===== config.mk =====
export PLATFORM = sky130hd
export DESIGN_NAME = ftl_device_flat
export DESIGN_NICKNAME = d
export VERILOG_FILES = /design/src/ftl_pkg.sv /design/src/ftl_link_if.sv /design/src/ftl_device.sv /design/src/flat_wrapper.sv
export VERILOG_INCLUDE_DIRS = /design/src
export SDC_FILE = /design/constraint.sdc
export NUM_CORES = 1
export LEC_CHECK = 0
export BUFFER_PORTS_ARGS = -buffer_cell sky130_fd_sc_hd__buf_4
export CORE_MARGIN = 1
export CORE_UTILIZATION = 40
export CTS_BUF_LIST = sky130_fd_sc_hd__clkbuf_8
export CTS_CLUSTER_DIAMETER = 30
export CTS_CLUSTER_SIZE = 30
export DETAILED_ROUTE_END_ITERATION = 10
export GPL_TIMING_DRIVEN = 0
export PLACE_DENSITY = 0.68
export SYNTH_ARGS = -nofsm -noshare
export SYNTH_HDL_FRONTEND = slang
export SYNTH_SLANG_ARGS = --single-unit

===== constraint.sdc =====
create_clock -name clk -period 10.71 [get_ports clk]
set_clock_uncertainty 0.05 [all_clocks]
set_input_delay 1.071 -clock clk [delete_from_list [all_inputs] [get_ports clk]]
set_output_delay 1.071 -clock clk [all_outputs]
set_load 0.02 [all_outputs]

===== src/ftl_defines.svh =====
// Purpose: Shared constants of the flash/torch light sequencer and its host
// Assumes: 20 MHz clock on both ends
// Notes:   Times are given in their own unit, cycle counts are derived
`ifndef FTL_DEFINES_SVH
`define FTL_DEFINES_SVH
// ****************************************************************
// Clock and times
// ****************************************************************
`define FTL_CLK_MHZ           20
`define FTL_POWER_WAIT_US     5000
`define FTL_TRIG_WAIT_US      5000
`define FTL_BURST_RISE_US     1000
`define FTL_STEADY_RISE_US    300
`define FTL_BURST_STEADY_US   500
`define FTL_BURST_UNIT_US     100
`define FTL_US2CYC(us)        ((us) * `FTL_CLK_MHZ)
// ****************************************************************
// Device register addresses
// ****************************************************************
`define FTL_ADDR_ENABLE       8'h01
`define FTL_ADDR_CTRL         8'h02
`define FTL_ADDR_OTHERS       8'h04
`define FTL_ADDR_LIGHT        8'h05
`define FTL_ADDR_STATUS       8'h06
// ****************************************************************
// Device field positions and reset values
// ****************************************************************
`define FTL_EN_CH1_BIT        0
`define FTL_EN_CH2_BIT        1
`define FTL_CTRL_EDGE_BIT     4
`define FTL_CTRL_TIME_LSB     0
`define FTL_OTH_DET_LSB       2
`define FTL_LIGHT_TORCH_BIT   0
`define FTL_LIGHT_FLASH_BIT   1
`define FTL_STAT_OVERHEAT_BIT 4
`define FTL_RST_ENABLE        2'h0
`define FTL_RST_TIME          4'h0
`define FTL_RST_DET           3'h0
// ****************************************************************
// Thermal threshold table, millivolts
// ****************************************************************
`define FTL_DET_BASE_MV       11'h258
`define FTL_DET_STEP_MV       11'h046
`define FTL_DET_MAX_CODE      3'h6
// ****************************************************************
// Host APB map
// ****************************************************************
`define FTL_APB_PINS          12'h000
`define FTL_APB_CMD           12'h004
`define FTL_APB_STATUS        12'h008
`define FTL_CMD_READ_BIT      16
`define FTL_PIN_BURST_BIT     0
`define FTL_PIN_STEADY_BIT    1
`endif


===== src/ftl_pkg.sv =====
// Purpose: Types of the flash/torch light sequencer
// Assumes: ftl_defines.svh holds the numbers
// Notes:   Types only
package ftl_pkg;
    typedef enum logic [1:0] {BURST_IDLE, BURST_RUN, BURST_SPENT} ftl_burst_e;
    typedef enum logic [1:0] {LIGHT_OFF, LIGHT_STEADY, LIGHT_BURST} ftl_light_e;
    typedef enum logic [1:0] {CMD_IDLE, CMD_PEND, CMD_READ} ftl_cmd_e;
endpackage : ftl_pkg


===== src/ftl_link_if.sv =====
// Purpose: Link between host controller and light sequencer
// Assumes: Both ends on one clock
// Notes:   Register port stands in for the serial bus
`timescale 1ns/1ns
interface ftl_link_if;
    logic       burst_pin;
    logic       steady_pin;
    logic       reg_wr;
    logic       reg_rd;
    logic [7:0] reg_addr;
    logic [7:0] reg_wdata;
    logic [7:0] reg_rdata;
    logic       reg_rvalid;
    modport device (input burst_pin, steady_pin, reg_wr, reg_rd, reg_addr, reg_wdata,
                    output reg_rdata, reg_rvalid);
    modport host   (output burst_pin, steady_pin, reg_wr, reg_rd, reg_addr, reg_wdata,
                    input reg_rdata, reg_rvalid);
endinterface : ftl_link_if


===== src/ftl_device.sv =====
// Purpose: Flash/torch light sequencer, device end
// Assumes: Link signals come from logic on clk; sense_mv is asynchronous
// Notes:   Outputs are requests to the analog current sources
// What this block does
// - Overheat powers down, sets overheat status flag
// - Control bit selects level or edge bursts
// - Level mode: burst while request held, timer-limited
// - Steady light while steady request is held
// - Edge mode: rising request starts timer-limited burst
// - Burst timer starts on request rising edge
// - Level mode: release or expiry cuts burst
// - Level mode: request falling edge clears timer
// - Edge mode: expiry cuts burst despite request
// - Edge mode: timer clears itself at expiry
// - Host waits 5ms, then writes enable pair
// - Self reset; any enable bit powers up
// - Host waits 5ms after enable before burst
// - Requests accepted whatever the boost level
// - Current settles within 1ms, 300us, 500us
// - Host waits 5ms after enable before steady
// - Steady request falling edge cuts current
// - Clearing both enables leaves shutdown, resets registers
//
// Local design decisions: the APB register port and the register addresses.
`timescale 1ns/1ns
`include "ftl_defines.svh"
module ftl_device
    import ftl_pkg::*;
#(
    parameter int BURST_UNIT_CYCLES  = `FTL_US2CYC(`FTL_BURST_UNIT_US),
    parameter int BURST_RISE_CYCLES  = `FTL_US2CYC(`FTL_BURST_RISE_US),
    parameter int STEADY_RISE_CYCLES = `FTL_US2CYC(`FTL_STEADY_RISE_US),
    parameter int BURST_STEADY_CYCLES = `FTL_US2CYC(`FTL_BURST_STEADY_US)
) (
    input  wire logic        clk,
    input  wire logic        reset,
    ftl_link_if.device       link,
    input  wire logic [10:0] sense_mv,
    output logic             powered,
    output logic             drive_burst,
    output logic             drive_steady,
    output logic             level_reached,
    output logic             overheat
);
// ****************************************************************
// Registers
// ****************************************************************
    logic [1:0]  enable_q;
    logic        edge_mode_q;
    logic [3:0]  burst_time_q;
    logic [2:0]  threshold_q;
    logic        flash_bit_q;
    logic        torch_bit_q;
    logic        shutdown_q;
    logic        overheat_q;
    logic [7:0]  rdata_q;
    logic        rvalid_q;
    logic [10:0] sense_meta_q;
    logic [10:0] sense_q;
    logic        burst_prev_q;
    ftl_burst_e  burst_q;
    logic [31:0] timer_q;
    ftl_light_e  light_q;
    logic [31:0] settle_q;
    logic        powered_q;
    logic        drive_burst_q;
    logic        drive_steady_q;
    logic        level_q;

    logic        wr_en;
    logic        recover;
    logic        is_on;
    logic        burst_req;
    logic        steady_req;
    logic        burst_rise;
    logic        expire;
    logic [31:0] limit;
    logic [10:0] threshold_mv;
    logic [2:0]  det_code;
    logic        too_hot;
    ftl_light_e  light_d;

    assign wr_en   = link.reg_wr && link.reg_addr == `FTL_ADDR_ENABLE;
    assign recover = wr_en && link.reg_wdata[1:0] == 2'h0;
    assign is_on   = (enable_q != 2'h0) && !shutdown_q;
// ****************************************************************
// Register writes
// ****************************************************************
    always_ff @(posedge clk) begin
        if (reset) begin
            enable_q <= `FTL_RST_ENABLE;
        end else if (wr_en) begin
            enable_q <= link.reg_wdata[1:0];
        end
    end

    // Config writes are dropped while shut down; recovery wipes them
    always_ff @(posedge clk) begin
        if (reset || recover) begin
            edge_mode_q  <= 1'b0;
            burst_time_q <= `FTL_RST_TIME;
            threshold_q  <= `FTL_RST_DET;
            flash_bit_q  <= 1'b0;
            torch_bit_q  <= 1'b0;
        end else if (link.reg_wr && !shutdown_q) begin
            case (link.reg_addr)
                `FTL_ADDR_CTRL: begin
                    edge_mode_q  <= link.reg_wdata[`FTL_CTRL_EDGE_BIT];
                    burst_time_q <= link.reg_wdata[`FTL_CTRL_TIME_LSB +: 4];
                end
                `FTL_ADDR_OTHERS: begin
                    threshold_q <= link.reg_wdata[`FTL_OTH_DET_LSB +: 3];
                end
                `FTL_ADDR_LIGHT: begin
                    flash_bit_q <= link.reg_wdata[`FTL_LIGHT_FLASH_BIT];
                    torch_bit_q <= link.reg_wdata[`FTL_LIGHT_TORCH_BIT];
                end
                default: begin
                end
            endcase
        end
    end
// ****************************************************************
// Register reads
// ****************************************************************
    always_ff @(posedge clk) begin
        if (reset) begin
            rdata_q  <= 8'h00;
            rvalid_q <= 1'b0;
        end else begin
            rvalid_q <= link.reg_rd;
            case (link.reg_addr)
                `FTL_ADDR_ENABLE: rdata_q <= {6'h00, enable_q};
                `FTL_ADDR_CTRL:   rdata_q <= {3'h0, edge_mode_q, burst_time_q};
                `FTL_ADDR_OTHERS: rdata_q <= {3'h0, threshold_q, 2'h0};
                `FTL_ADDR_LIGHT:  rdata_q <= {6'h00, flash_bit_q, torch_bit_q};
                `FTL_ADDR_STATUS: rdata_q <= {3'h0, overheat_q, 4'h0};
                default:          rdata_q <= 8'h00;
            endcase
        end
    end
// ****************************************************************
// Thermal watch
// ****************************************************************
    // Slow analog code; a stale bit for one cycle only delays the trip
    always_ff @(posedge clk) begin
        if (reset) begin
            sense_meta_q <= 11'h7FF;
            sense_q      <= 11'h7FF;
        end else begin
            sense_meta_q <= sense_mv;
            sense_q      <= sense_meta_q;
        end
    end

    assign det_code     = (threshold_q > `FTL_DET_MAX_CODE) ? `FTL_DET_MAX_CODE : threshold_q;
    assign threshold_mv = `FTL_DET_BASE_MV + 11'(`FTL_DET_STEP_MV * det_code);
    assign too_hot      = is_on && (sense_q < threshold_mv);

    always_ff @(posedge clk) begin
        if (reset) begin
            shutdown_q <= 1'b0;
            overheat_q <= 1'b0;
        end else if (too_hot) begin
            shutdown_q <= 1'b1;
            overheat_q <= 1'b1;
        end else if (recover) begin
            shutdown_q <= 1'b0;
            overheat_q <= 1'b0;
        end
    end
// ****************************************************************
// Burst sequencer
// ****************************************************************
    // No wait on the boost node: requests act at once
    assign burst_req  = link.burst_pin || flash_bit_q;
    assign steady_req = link.steady_pin || torch_bit_q;
    assign burst_rise = burst_req && !burst_prev_q;
    assign limit      = (32'(burst_time_q) + 32'h1) * 32'(BURST_UNIT_CYCLES);
    assign expire     = timer_q >= limit - 32'h1;

    always_ff @(posedge clk) begin
        if (reset) begin
            burst_prev_q <= 1'b0;
        end else begin
            burst_prev_q <= burst_req;
        end
    end

    always_ff @(posedge clk) begin
        if (reset || !is_on) begin
            burst_q <= BURST_IDLE;
        end else begin
            case (burst_q)
                BURST_IDLE: begin
                    if (burst_rise) begin
                        burst_q <= BURST_RUN;
                    end
                end
                BURST_RUN: begin
                    if (edge_mode_q) begin
                        if (expire) begin
                            burst_q <= BURST_IDLE;
                        end
                    end else if (!burst_req) begin
                        burst_q <= BURST_IDLE;
                    end else if (expire) begin
                        burst_q <= BURST_SPENT;
                    end
                end
                BURST_SPENT: begin
                    if (!burst_req || edge_mode_q) begin
                        burst_q <= BURST_IDLE;
                    end
                end
                default: begin
                    burst_q <= BURST_IDLE;
                end
            endcase
        end
    end

    always_ff @(posedge clk) begin
        if (reset || burst_q != BURST_RUN) begin
            timer_q <= 32'h0;
        end else if (expire) begin
            timer_q <= 32'h0;
        end else begin
            timer_q <= timer_q + 32'h1;
        end
    end
// ****************************************************************
// Light selection and settling
// ****************************************************************
    always_comb begin
        light_d = LIGHT_OFF;
        if (is_on && burst_q == BURST_RUN) begin
            light_d = LIGHT_BURST;
        end else if (is_on && steady_req) begin
            light_d = LIGHT_STEADY;
        end
    end

    always_ff @(posedge clk) begin
        if (reset) begin
            light_q  <= LIGHT_OFF;
            settle_q <= 32'h0;
        end else begin
            light_q <= light_d;
            if (light_d != light_q) begin
                case (light_d)
                    LIGHT_BURST: begin
                        settle_q <= (light_q == LIGHT_STEADY) ?
                                    32'(BURST_STEADY_CYCLES) : 32'(BURST_RISE_CYCLES);
                    end
                    LIGHT_STEADY: settle_q <= 32'(STEADY_RISE_CYCLES);
                    default:      settle_q <= 32'h0;
                endcase
            end else if (settle_q != 32'h0) begin
                settle_q <= settle_q - 32'h1;
            end
        end
    end
// ****************************************************************
// Outputs
// ****************************************************************
    always_ff @(posedge clk) begin
        if (reset) begin
            powered_q      <= 1'b0;
            drive_burst_q  <= 1'b0;
            drive_steady_q <= 1'b0;
            level_q        <= 1'b0;
        end else begin
            powered_q      <= is_on;
            drive_burst_q  <= light_d == LIGHT_BURST;
            drive_steady_q <= light_d == LIGHT_STEADY;
            level_q        <= light_q != LIGHT_OFF && light_d == light_q
                              && settle_q <= 32'h1;
        end
    end

    assign powered         = powered_q;
    assign drive_burst     = drive_burst_q;
    assign drive_steady    = drive_steady_q;
    assign level_reached   = level_q;
    assign overheat        = overheat_q;
    assign link.reg_rdata  = rdata_q;
    assign link.reg_rvalid = rvalid_q;

endmodule : ftl_device


===== src/flat_wrapper.sv =====
// flat-port wrapper written by rule: the top's interface ports become plain ports
module ftl_device_flat import ftl_pkg::*;
#(
    parameter int BURST_UNIT_CYCLES  = `FTL_US2CYC(`FTL_BURST_UNIT_US),
    parameter int BURST_RISE_CYCLES  = `FTL_US2CYC(`FTL_BURST_RISE_US),
    parameter int STEADY_RISE_CYCLES = `FTL_US2CYC(`FTL_STEADY_RISE_US),
    parameter int BURST_STEADY_CYCLES = `FTL_US2CYC(`FTL_BURST_STEADY_US)
)
  (clk, reset, sense_mv, powered, drive_burst, drive_steady, level_reached, overheat, link_burst_pin, link_steady_pin, link_reg_wr, link_reg_rd, link_reg_addr, link_reg_wdata, link_reg_rdata, link_reg_rvalid);
  ftl_link_if link_i ();
  input  wire logic clk;
  input  wire logic reset;
  input  wire logic [10:0] sense_mv;
  output logic powered;
  output logic drive_burst;
  output logic drive_steady;
  output logic level_reached;
  output logic overheat;
  input wire logic [$bits(link_i.burst_pin)-1:0] link_burst_pin;
  input wire logic [$bits(link_i.steady_pin)-1:0] link_steady_pin;
  input wire logic [$bits(link_i.reg_wr)-1:0] link_reg_wr;
  input wire logic [$bits(link_i.reg_rd)-1:0] link_reg_rd;
  input wire logic [$bits(link_i.reg_addr)-1:0] link_reg_addr;
  input wire logic [$bits(link_i.reg_wdata)-1:0] link_reg_wdata;
  output wire logic [$bits(link_i.reg_rdata)-1:0] link_reg_rdata;
  output wire logic [$bits(link_i.reg_rvalid)-1:0] link_reg_rvalid;
  assign link_i.burst_pin = link_burst_pin;
  assign link_i.steady_pin = link_steady_pin;
  assign link_i.reg_wr = link_reg_wr;
  assign link_i.reg_rd = link_reg_rd;
  assign link_i.reg_addr = link_reg_addr;
  assign link_i.reg_wdata = link_reg_wdata;
  assign link_reg_rdata = link_i.reg_rdata;
  assign link_reg_rvalid = link_i.reg_rvalid;
  ftl_device #(.BURST_UNIT_CYCLES(BURST_UNIT_CYCLES), .BURST_RISE_CYCLES(BURST_RISE_CYCLES), .STEADY_RISE_CYCLES(STEADY_RISE_CYCLES), .BURST_STEADY_CYCLES(BURST_STEADY_CYCLES)) u_core (.clk(clk), .reset(reset), .link(link_i), .sense_mv(sense_mv), .powered(powered), .drive_burst(drive_burst), .drive_steady(drive_steady), .level_reached(level_reached), .overheat(overheat));
endmodule

; Yosys cells after proc, flatten, opt, wreduce, memory -nomap -nowiden
; Index checks and enable logic that the tools add are counted.
; W data, S select, Z words.
[classes]
order_cmp = 4
n_mul = 2
n_eq_ne = 17
addsub = 5
reduce_logical = 32
mux = 17
[ops]
columns = cell, count
row1 = $mux W32, 2
row2 = $pmux W32 S2, 1
row3 = $sub A32 B1 Y32 const B, 2
row4 = $add A32 B1 Y32 const B, 1
row5 = $ge A32 B32 Y1, 1
row6 = $le A32 B1 Y1 const B, 1
row7 = $mul A32 B7 Y28 const B, 1
row8 = $reduce_bool A32 Y1, 1
row9 = $pmux W5 S5, 1
row10 = $eq A8 B3 Y1 const B, 3
row11 = $mux W15, 1
row12 = $mux W2, 7
row13 = $add A10 B10 Y11 const A, 1
row14 = $lt A11 B11 Y1, 1
row15 = $logic_and A1 B1 Y1, 10
row16 = $mul A6 B3 Y9 const A, 1
row17 = $eq A8 B1 Y1 const B, 1
row18 = $eq A8 B2 Y1 const B, 1
row19 = $reduce_bool A2 Y1, 4
row20 = $eq A2 B1 Y1 const B, 3
row21 = $logic_or A1 B1 Y1, 6
row22 = $ne A2 B1 Y1 const B, 3
row23 = $ne A3 B3 Y1 const B, 2
row24 = $pmux W2 S3, 1
row25 = other kinds (12), 21
[word_totals]
register_bits = 117
inputBits = 33

; Longest topological paths before layout
; Gate-level depths: netlist of run 1.
[depth]
depth_word = 8
depth_mapped = 23

; Worst setup path before layout of run 1
; No wires, ideal clock.
[synth_path]
path_type = register to register
start = register u_core.burst_time_q[0]
end = register u_core.timer_q[10]
t_required_ns = 10.595
setup_slack_ns = 4.193
arrival_time_ns = 6.402
stages_incl_launch_ff = 23
period_less_slack_ns = 6.517
cell_sequence = dfxtp_1 > ha_1 > xor2_1 > fa_1 > fa_1 > inv_1 > fa_1 > inv_1 > ha_1 > o21a_1 > a21boi_0 > o31ai_1 > o21ai_0 > a311oi_1 > nand3_1 > ha_1 > and2_1 > a221o_1 > a211oi_1 > o211ai_1 > a211o_1 > buf_1 > nor2_1
[synth_via]
elab_chain_cells = 5
[synth_lines]
columns = item, line_no
row1 = from (decl), ftl_device.sv:50  ; logic [3:0] burst_time_q;
row2 = from (signal assigned), ftl_device.sv:101  ; burst_time_q <= `FTL_RST_TIME;
row3 = from (signal assigned), ftl_device.sv:109  ; burst_time_q <= link.reg_wdata[`FTL_CTRL_TIME_LSB +: 4];
row4 = $add A4 B1 Y5, ftl_device.sv:179  ; assign limit = (32'(burst_time_q) + 32'h1) * 32'(BURST_UNIT_CYCLES);
row5 = $mul A32 B7 Y28, ftl_device.sv:179
row6 = $sub A32 B1 Y32, ftl_device.sv:180  ; assign expire = timer_q >= limit - 32'h1;
row7 = $ge A32 B32 Y1, ftl_device.sv:180
row8 = $reduce_or A2 Y1 (no source line), n/a
row9 = to (signal assigned), ftl_device.sv:229  ; timer_q <= timer_q + 32'h1;
row10 = to (decl), ftl_device.sv:62  ; logic [31:0] timer_q;
; Every way passes these cells.
; A chain may end at the register's enable or synchronous reset.

; Final worst setup path of run 1
[layout_path]
start = register u_core.burst_time_q[0]
end = register u_core.timer_q[2]
; Same word-level chain as after synthesis.

==> results of run 1 <==
worst min path at each step:
| stage | from | to | slack (ps) |
|---|---|---|---|
| final | u_core.sense_meta_q[5] | u_core.sense_q[5] | 370 |
| after global routing | u_core.sense_meta_q[9] | u_core.sense_q[9] | 380 |
| after CTS | u_core.sense_meta_q[9] | u_core.sense_q[9] | 370 |
| after detailed placement | u_core.sense_meta_q[9] | u_core.sense_q[9] | 340 |
| after global placement | u_core.sense_meta_q[1] | u_core.sense_q[1] | 340 |
| after floorplan | u_core.sense_meta_q[10] | u_core.sense_q[10] | 340 |
cell type report:
| class | count | area share (%) |
|---|---|---|
| Clock buffer | 9 | 1.63 |
| Tap cell | 220 | 3.62 |
| Inverter | 39 | 1.93 |
| Clock inverter | 7 | 1.04 |
| Sequential cell | 110 | 29.0 |
| Multi-Input combinational cell | 613 | 57.5 |
| Timing Repair Buffer | 38 | 3.76 |
| Buffer | 25 | 1.56 |
flip-flops by register name (all words and copies together) (netlist names):
signal / flops
u_core.burst_prev_q: 1
u_core.burst_q: 2
u_core.burst_time_q: 4
u_core.drive_steady: 1
u_core.edge_mode_q: 1
u_core.enable_q: 2
u_core.flash_bit_q: 1
u_core.level_reached: 1
u_core.light_q: 1
u_core.link.reg_rdata: 5
u_core.link.reg_rvalid: 1
u_core.powered: 1
u_core.sense_meta_q: 10
u_core.sense_q: 10
u_core.settle_q: 32
u_core.shutdown_q: 1
u_core.threshold_q: 3
u_core.timer_q: 32
u_core.torch_bit_q: 1
logic make-up after synthesis:
kind of cell / count (synthesis)
AND/OR/NAND/NOR: 317
AO/OA/AOI/OAI: 114
flip-flops: 110
adder cells (fa/ha/maj): 83
XOR/XNOR: 81
buffers and inverters: 64
multiplexers: 11
other: 2
per-layer routing:
layer	share of wire, %	track usage, %	vias to the layer above
met2	45	27.3	55
met4	0.83	4.28	0
li1	-	-	2835
met5	0	0	-
met3	3.1	2.72	9
met1	51	22.5	2474
placed cells by master, fill, tap and decap left out, types with 7 or more instances in the layout:
cell / Yosys / layout
nor2b_1: 8 / 8
inv_1: 39 / 39
nor4_1: 10 / 10
nand4_1: 13 / 13
mux2i_1: 8 / 8
fa_1: 10 / 10
buf_4: 4 / 42
a21oi_1: 39 / 39
and3_1: 7 / 7
nand3_1: 37 / 37
xor2_1: 39 / 39
o21ai_0: 14 / 14
ha_1: 73 / 73
and4_1: 8 / 8
or2_2: 26 / 26
or3_1: 8 / 8
conb_1: 2 / 7
xnor2_1: 42 / 42
dfxtp_1: 110 / 110
a211oi_1: 8 / 8
clkbuf_8: 0 / 9
nor3_1: 20 / 20
clkbuf_1: 16 / 16
nor2_1: 105 / 105
nand2_1: 41 / 41
per-stage QoR:
step / area, um2 / total power, mW / cells / hold WS (ps)
final: 7600 / 1.11 / 1061 / 370
after global routing: 7600 / 1.19 / 1061 / 380
after CTS: 7600 / 1.12 / 1061 / 371
after detailed placement: 7390 / 0.862 / 1045 / 343
after global placement: 7390 / 0.858 / 1045 / 341
after floorplan: 6830 / 0.783 / 787 / 339
worst max-delay path, delay by kind of cell, from the launching register on:
kind	cells	cell delay [ps]
AND/OR/NAND/NOR	5	1390
AO/OA/AOI/OAI	7	1930
buffers and inverters	3	370
XOR/XNOR	1	560
adder cells (fa/ha/maj)	6	2660
flip-flops	1	680
report_power, final:
part | internal, mW | leakage (nW) | total [mW] | switching (mW)
Sequential | 0.448 | 0.895 | 0.482 | 0.0330
Combinational | 0.162 | 2.08 | 0.375 | 0.213
Clock | 0.0920 | 0.101 | 0.254 | 0.162
Total | 0.702 | 3.07 | 1.11 | 0.409
==> impl_metrics.csv, run 1 <==
group,metric,value,unit
global_routing,grt_max_degree,22,
finish,fin_util,45.8,%
logic_synthesis,ys_seq_area_share,32.3,%
logic_synthesis,synthArstFlopShare,0,%
clocking,cts_tree,"built",
sta,setup_viol_count_final,0,
logic_synthesis,syn_area,0.00681,mm2
finish,multi_input_area,0.00437,mm2
sta,maxSlewHeadroom,37.9,%
pwr,vdd_drop_max,0.0996,mV
placement,place_ws,2900,ps
clocking,cts_setup_buffers,0,
clocking,ctsResizeCount,0,
die,ios,47,
critical_path,crit_start,"u_core.burst_time_q[0]",
critical_path,r2r-end,"u_core.timer_q[2]",
global_routing,track_usage,16.6,%
logic_synthesis,yosysWarningCount,0,
logic_synthesis,synthAdderAreaFrac,16.3,%
logic_synthesis,synth_top_cells_by_count,"110 x dfxtp_1, 105 x nor2_1, 73 x ha_1",
outcome,status,"completed",
clocking,cts.sink_count,110,
global_routing,grt_pass1_wl,23800,um
placement,hpwl,10900,um
critical_path,slowest_delay,680,ps
logic_synthesis,synth_area_leaders,"dfxtp_1 32%, ha_1 13%, nor2_1 5.8%",
critical_path,crit_path_end,"u_core.timer_q[2]",
sta,fin_crit_sh,72.0,%
die,die_x,133,um
logic_synthesis,synth_xor_area_share,10.4,%
detailed_routing,post_drt_wl_per_cell,13.3,um
critical_path,ff2ff_setup_slack,3000,ps
clocking,cts_hold_buffers,0,
placement,routabilityCongestion,0.866,
sta,rsz0062_at_grt,"no",
global_routing,overflow,0,
clocking,cts_root_buf,"clkbuf_8",
logic_synthesis,ys_types,69,
logic_synthesis,synth_top_area_cell,"dfxtp_1",
finish,drive_above_1_share,11.7,%
logic_synthesis,synth_top_family_by_area,"simple AND/OR/NAND/NOR gates",
global_routing,grt_pass1_vias,5018,
sta,worst_slack,3000,ps
detailed_routing,ant_nets,0,
sta,slew_violations,0,
detailed_routing,drt_pass1_iterations,4,
finish,seq_area,0.00220,mm2
clocking,h-tree-depth,3,
sta,clock.fmax,0.130,GHz
die,die_h,133,um
run,drv_cap,0,
clocking,worstSkewPairLatency,380,ps
logic_synthesis,syn_avg_cell_area,8.71,um2
finish,fill_cells,1632,
critical_path,ff2ff_path_depth,22,
critical_path,cp_slowest_cell,"dfxtp_1",
detailed_routing,vias,5373,
placement,io_buffers,38,
logic_synthesis,synth.most_common_cell,"dfxtp_1",
finish,antenna_cells,0,
logic_synthesis,synthCells,782,
pwr,powerDensity,146,mW/mm2
sta,timing.final.hold_violations,0,
detailed_routing,via_per_inst,5.06,
logic_synthesis,synth-edff-count,0,
logic_synthesis,netlist.area_leader.share,32.3,%
sta,max_slew.worst_pin.slew,929,ps
die,initial_core_util,41.1,%
die,die-area,0.0176,mm2
worst_hold_path,hold_path.class,"reg2reg",
clocking,path_clk_slew,110,ps
sta,fin_setup_tns,0,ps
critical_path,cp_cell_sequence,"ha_1 > xor2_1 > fa_1 > fa_1 > inv_1 > fa_1 > inv_1 > ha_1 > a211o_1 > o21ai_0 > o2bb2ai_1 > nand2_1 > nor4_1 > nand3_1 > ha_1 > and2_1 > a221o_1 > a211oi_1 > o211ai_1 > a211o_1 > clkbuf_1 > nor2_1",
critical_path,cp-start-kind,"flip-flop",
detailed_routing,drc_errors,0,
logic_synthesis,synth-simple-area-share,24.0,%
critical_path,path_class,"reg2reg",
detailed_routing,drt_iter0_markers,264,
die,placementRows,47,
sta,period_needed,7710,ps
finish,area_growth,11.5,%
logic_synthesis,synth_compound_area_share,11.3,%
critical_path,r2r-start,"u_core.burst_time_q[0]",
critical_path,worst_ep_arrival_time,7980,ps
die,core_area,0.0166,mm2
worst_hold_path,min_path_cells,1,
critical_path,critPathCaptureType,"flip-flop",
logic_synthesis,muxShareOfSynthArea,1.67,%
finish,layout.nets,952,
critical_path,path_max_fanout,10,
clocking,cts_inserted_buffers,9,
clocking,clockBufferDepth,2,
critical_path,worst_ep_required_time,10980,ps
logic_synthesis,ys_seq_elements,110,
logic_synthesis,synth_ff_type,"dfxtp_1",
detailed_routing,wirelength,14100,um
global_routing,antenna_found_initial,0,
pwr,leakage,3.07,nW
Power figures use the tool's default switching activity.
==> run 2, diff against run 1 <==
- ABC_AREA: not set -> 1
- PLACE_DENSITY: 0.68 -> 0.7
- clock period: 10.71 -> 6.2 ns (I/O delays scaled with it)
==> run 2 against run 1 <==
  * Total power is 110% higher
  * Final cell count is 26% higher
  * Synthesized cell count is 33% higher
==> impl_metrics.csv, run 2 <==
group,metric,value,unit
finish,top_regs,"u_core.settle_q (32), u_core.timer_q (32)",
placement,dpl_cell_area,0.00806,mm2
detailed_routing,via_per_inst,4.89,
logic_synthesis,synth_top_cells_by_count,"226 x nand2_1, 151 x nor2_1, 133 x inv_1",
finish,antenna_cells,0,
pwr,leakage,3.90,nW
clocking,cts.sink_count,110,
global_routing,grt_pass1_wl,27400,um
finish,fin_util,46.6,%
critical_path,crit_buf_inv,5,
detailed_routing,vias,6552,
finish,multi_input_area,0.00476,mm2
finish,layout.nets,1223,
global_routing,track_usage,17.3,%
critical_path,path_max_fanout,6,
global_routing,grt_max_degree,22,
die,placementRows,49,
logic_synthesis,yosysWarningCount,0,
finish,drive_above_1_share,14.1,%
clocking,cts_tree,"built",
detailed_routing,ant_nets,0,
global_routing,grt_pass1_vias,6026,
detailed_routing,post_drt_wl_per_cell,12.0,um
sta,timing.hold.ws,349,ps
sta,setup_viol_count_final,0,
sta,slew_violations,0,
pwr,intPower,1.36,mW
critical_path,slowest_delay,540,ps
die,die_h,139,um
finish,seq_area,0.00221,mm2
logic_synthesis,synth_top_area_cell,"dfxtp_1",
detailed_routing,drt_pass1_iterations,5,
critical_path,cp-start-kind,"flip-flop",
worst_hold_path,hold_path.class,"in2reg",
clocking,cts_inserted_buffers,9,
clocking,h-tree-depth,3,
run,drv_cap,0,
critical_path,critPathCaptureType,"flip-flop",
clocking,cts_hold_buffers,0,
logic_synthesis,synth_ff_type,"dfxtp_1",
detailed_routing,wirelength,16100,um
sta,timing.final.hold_violations,0,
pwr,p_sw,1.01,mW
die,core_area,0.0181,mm2
logic_synthesis,syn_avg_cell_area,7.16,um2
logic_synthesis,ys_seq_area_share,29.5,%
placement,io_buffers,39,
critical_path,cp_slowest_cell,"fa_1",
die,initial_core_util,41.1,%
finish,final_common_cell,"nand2_1",
critical_path,worst_ep_arrival_time,6030,ps
pwr,combPwrFrac,43.7,%
pwr,swShare,42.6,%
pwr,vdd_drop_max,0.453,mV
sta,clock.fmax,0.173,GHz
clocking,path_clk_slew,110,ps
sta,period_needed,5780,ps
critical_path,worst_ep_required_time,6450,ps
global_routing,antenna_found_initial,0,
sta,fin_crit_sh,93.3,%
pwr,powerDensity,280,mW/mm2
logic_synthesis,syn_area,0.00746,mm2
finish,final_cell_mix,"226 x nand2_1, 150 x nor2_1, 133 x inv_1",
detailed_routing,drt_iter0_markers,396,
logic_synthesis,synth-edff-count,0,
critical_path,path_class,"reg2reg",
finish,area_growth,13.4,%
logic_synthesis,ys_types,44,
detailed_routing,drc_errors,0,
pwr,seqPwrFrac,38.0,%
logic_synthesis,synthArstFlopShare,0,%
logic_synthesis,synthCells,1041,
finish,fill_cells,1834,
logic_synthesis,ys_seq_elements,110,
sta,max_slew.worst_pin.slew,660,ps
placement,routabilityCongestion,0.905,
outcome,status,"completed",
global_routing,overflow,0,
placement,hpwl,12500,um
logic_synthesis,synth.most_common_cell,"nand2_1",
pwr,power_frac_clock,18.3,%
clocking,clockBufferDepth,2,
sta,maxSlewHeadroom,55.6,%
critical_path,path_delay_family,"adder cells",
logic_synthesis,netlist.area_leader.share,29.5,%
logic_synthesis,synth_area_leaders,"dfxtp_1 30%, ha_1 12%, nand2_1 11%",
clocking,worstSkewPairLatency,400,ps
sta,fin_setup_tns,0,ps
finish,finalInstanceArea,0.00846,mm2
die,die_x,139,um
clocking,cts_root_buf,"clkbuf_8",
die,die-area,0.0192,mm2
die,ios,47,
critical_path,cp_common_cell,"nand2_1",
==> run 2: path summary, 6_finish.rpt <==
path	from	end	slack (ps)	depth (start not counted)
max	u_core.burst_time_q[1]	u_core.timer_q[12]	420	27
min	sense_mv[8]	u_core.sense_meta_q[8]	350	2
max reg2reg	u_core.burst_time_q[1]	u_core.timer_q[12]	420	27
min reg2reg	u_core.sense_meta_q[1]	u_core.sense_q[1]	370	1
==> run 2: area by class of cell <==
cell class / count / area share (%)
buffer: 16 / 1.38
clock buffer: 9 / 1.46
clock inverter: 7 / 0.888
inverter: 134 / 5.95
multi-input combinational: 785 / 56.3
sequential: 110 / 26.1
tap: 229 / 3.39
timing repair buffer: 51 / 4.50
==> run 2: through the flow <==
step,power (mW),instances,worst slack [ps]
after global routing,2.56,1341,-32.3
after global placement,1.92,1314,-430
after floorplan,1.73,1046,416
after CTS,2.38,1329,116
after detailed placement,1.94,1314,-465
final,2.36,1341,417
==> run 2: per-layer routing <==
layer  global-route usage (%)  wire (um)
met4                     3.90        218
met2                     29.9       7530
met3                     3.56        683
met5                        0          0
met1                     22.2       7660
==> run 2: timing repair <==
item | CTS | global route
setup buffers | 0 | 11
pin swaps | 0 | 5
cloned | 0 | 1
resized for setup | 9 | 21
setup endpoints to repair | 34 | 34
==> run 2: worst register-to-register path: stages, from the launching register on <==
cell and delay [ps]:
dfxtp_4 400, ha_4 210, inv_1 90, nor3_4 310
fa_2 520, fa_1 540, inv_1 50, fa_1 490
inv_1 40, ha_1 360, nand2_1 120, nand3_2 120
xor2_2 270, nand3_1 150, nor2_1 110, nand2_1 110
nor2_2 140, nand2_1 100, ha_1 310, a21oi_1 150
nand2_1 60, nand2_1 50, nand2_1 60, a21oi_1 180
nand4_1 170, buf_4 210, buf_6 130, nor3_1 190
==> run 2: cells by family (layout without fill, tap and decap cells) <==
| logic type | count (synthesis) | in the layout | synth area share, % |
|---|---|---|---|
| DFF | 110 | 110 | 29.5 |
| xor gates and xnor gates | 55 | 55 | 6.76 |
| adders and majority gates | 83 | 83 | 14.9 |
| AOI/OAI and AO/OA | 100 | 100 | 7.40 |
| and+or+nand+nor | 540 | 540 | 33.2 |
| buffers and inverters | 151 | 217 | 8.10 |
| other | 2 | 7 | 0.101 |
==> run 2: power by group through the flow <==
stage,clock [mW],combinational (mW),sequential (mW)
global route,0.477,1.17,0.914
finish,0.432,1.03,0.900
floorplan,0,0.842,0.891
detailed placement,0,1.02,0.915
CTS,0.450,1.03,0.900
global placement,0,1.01,0.914
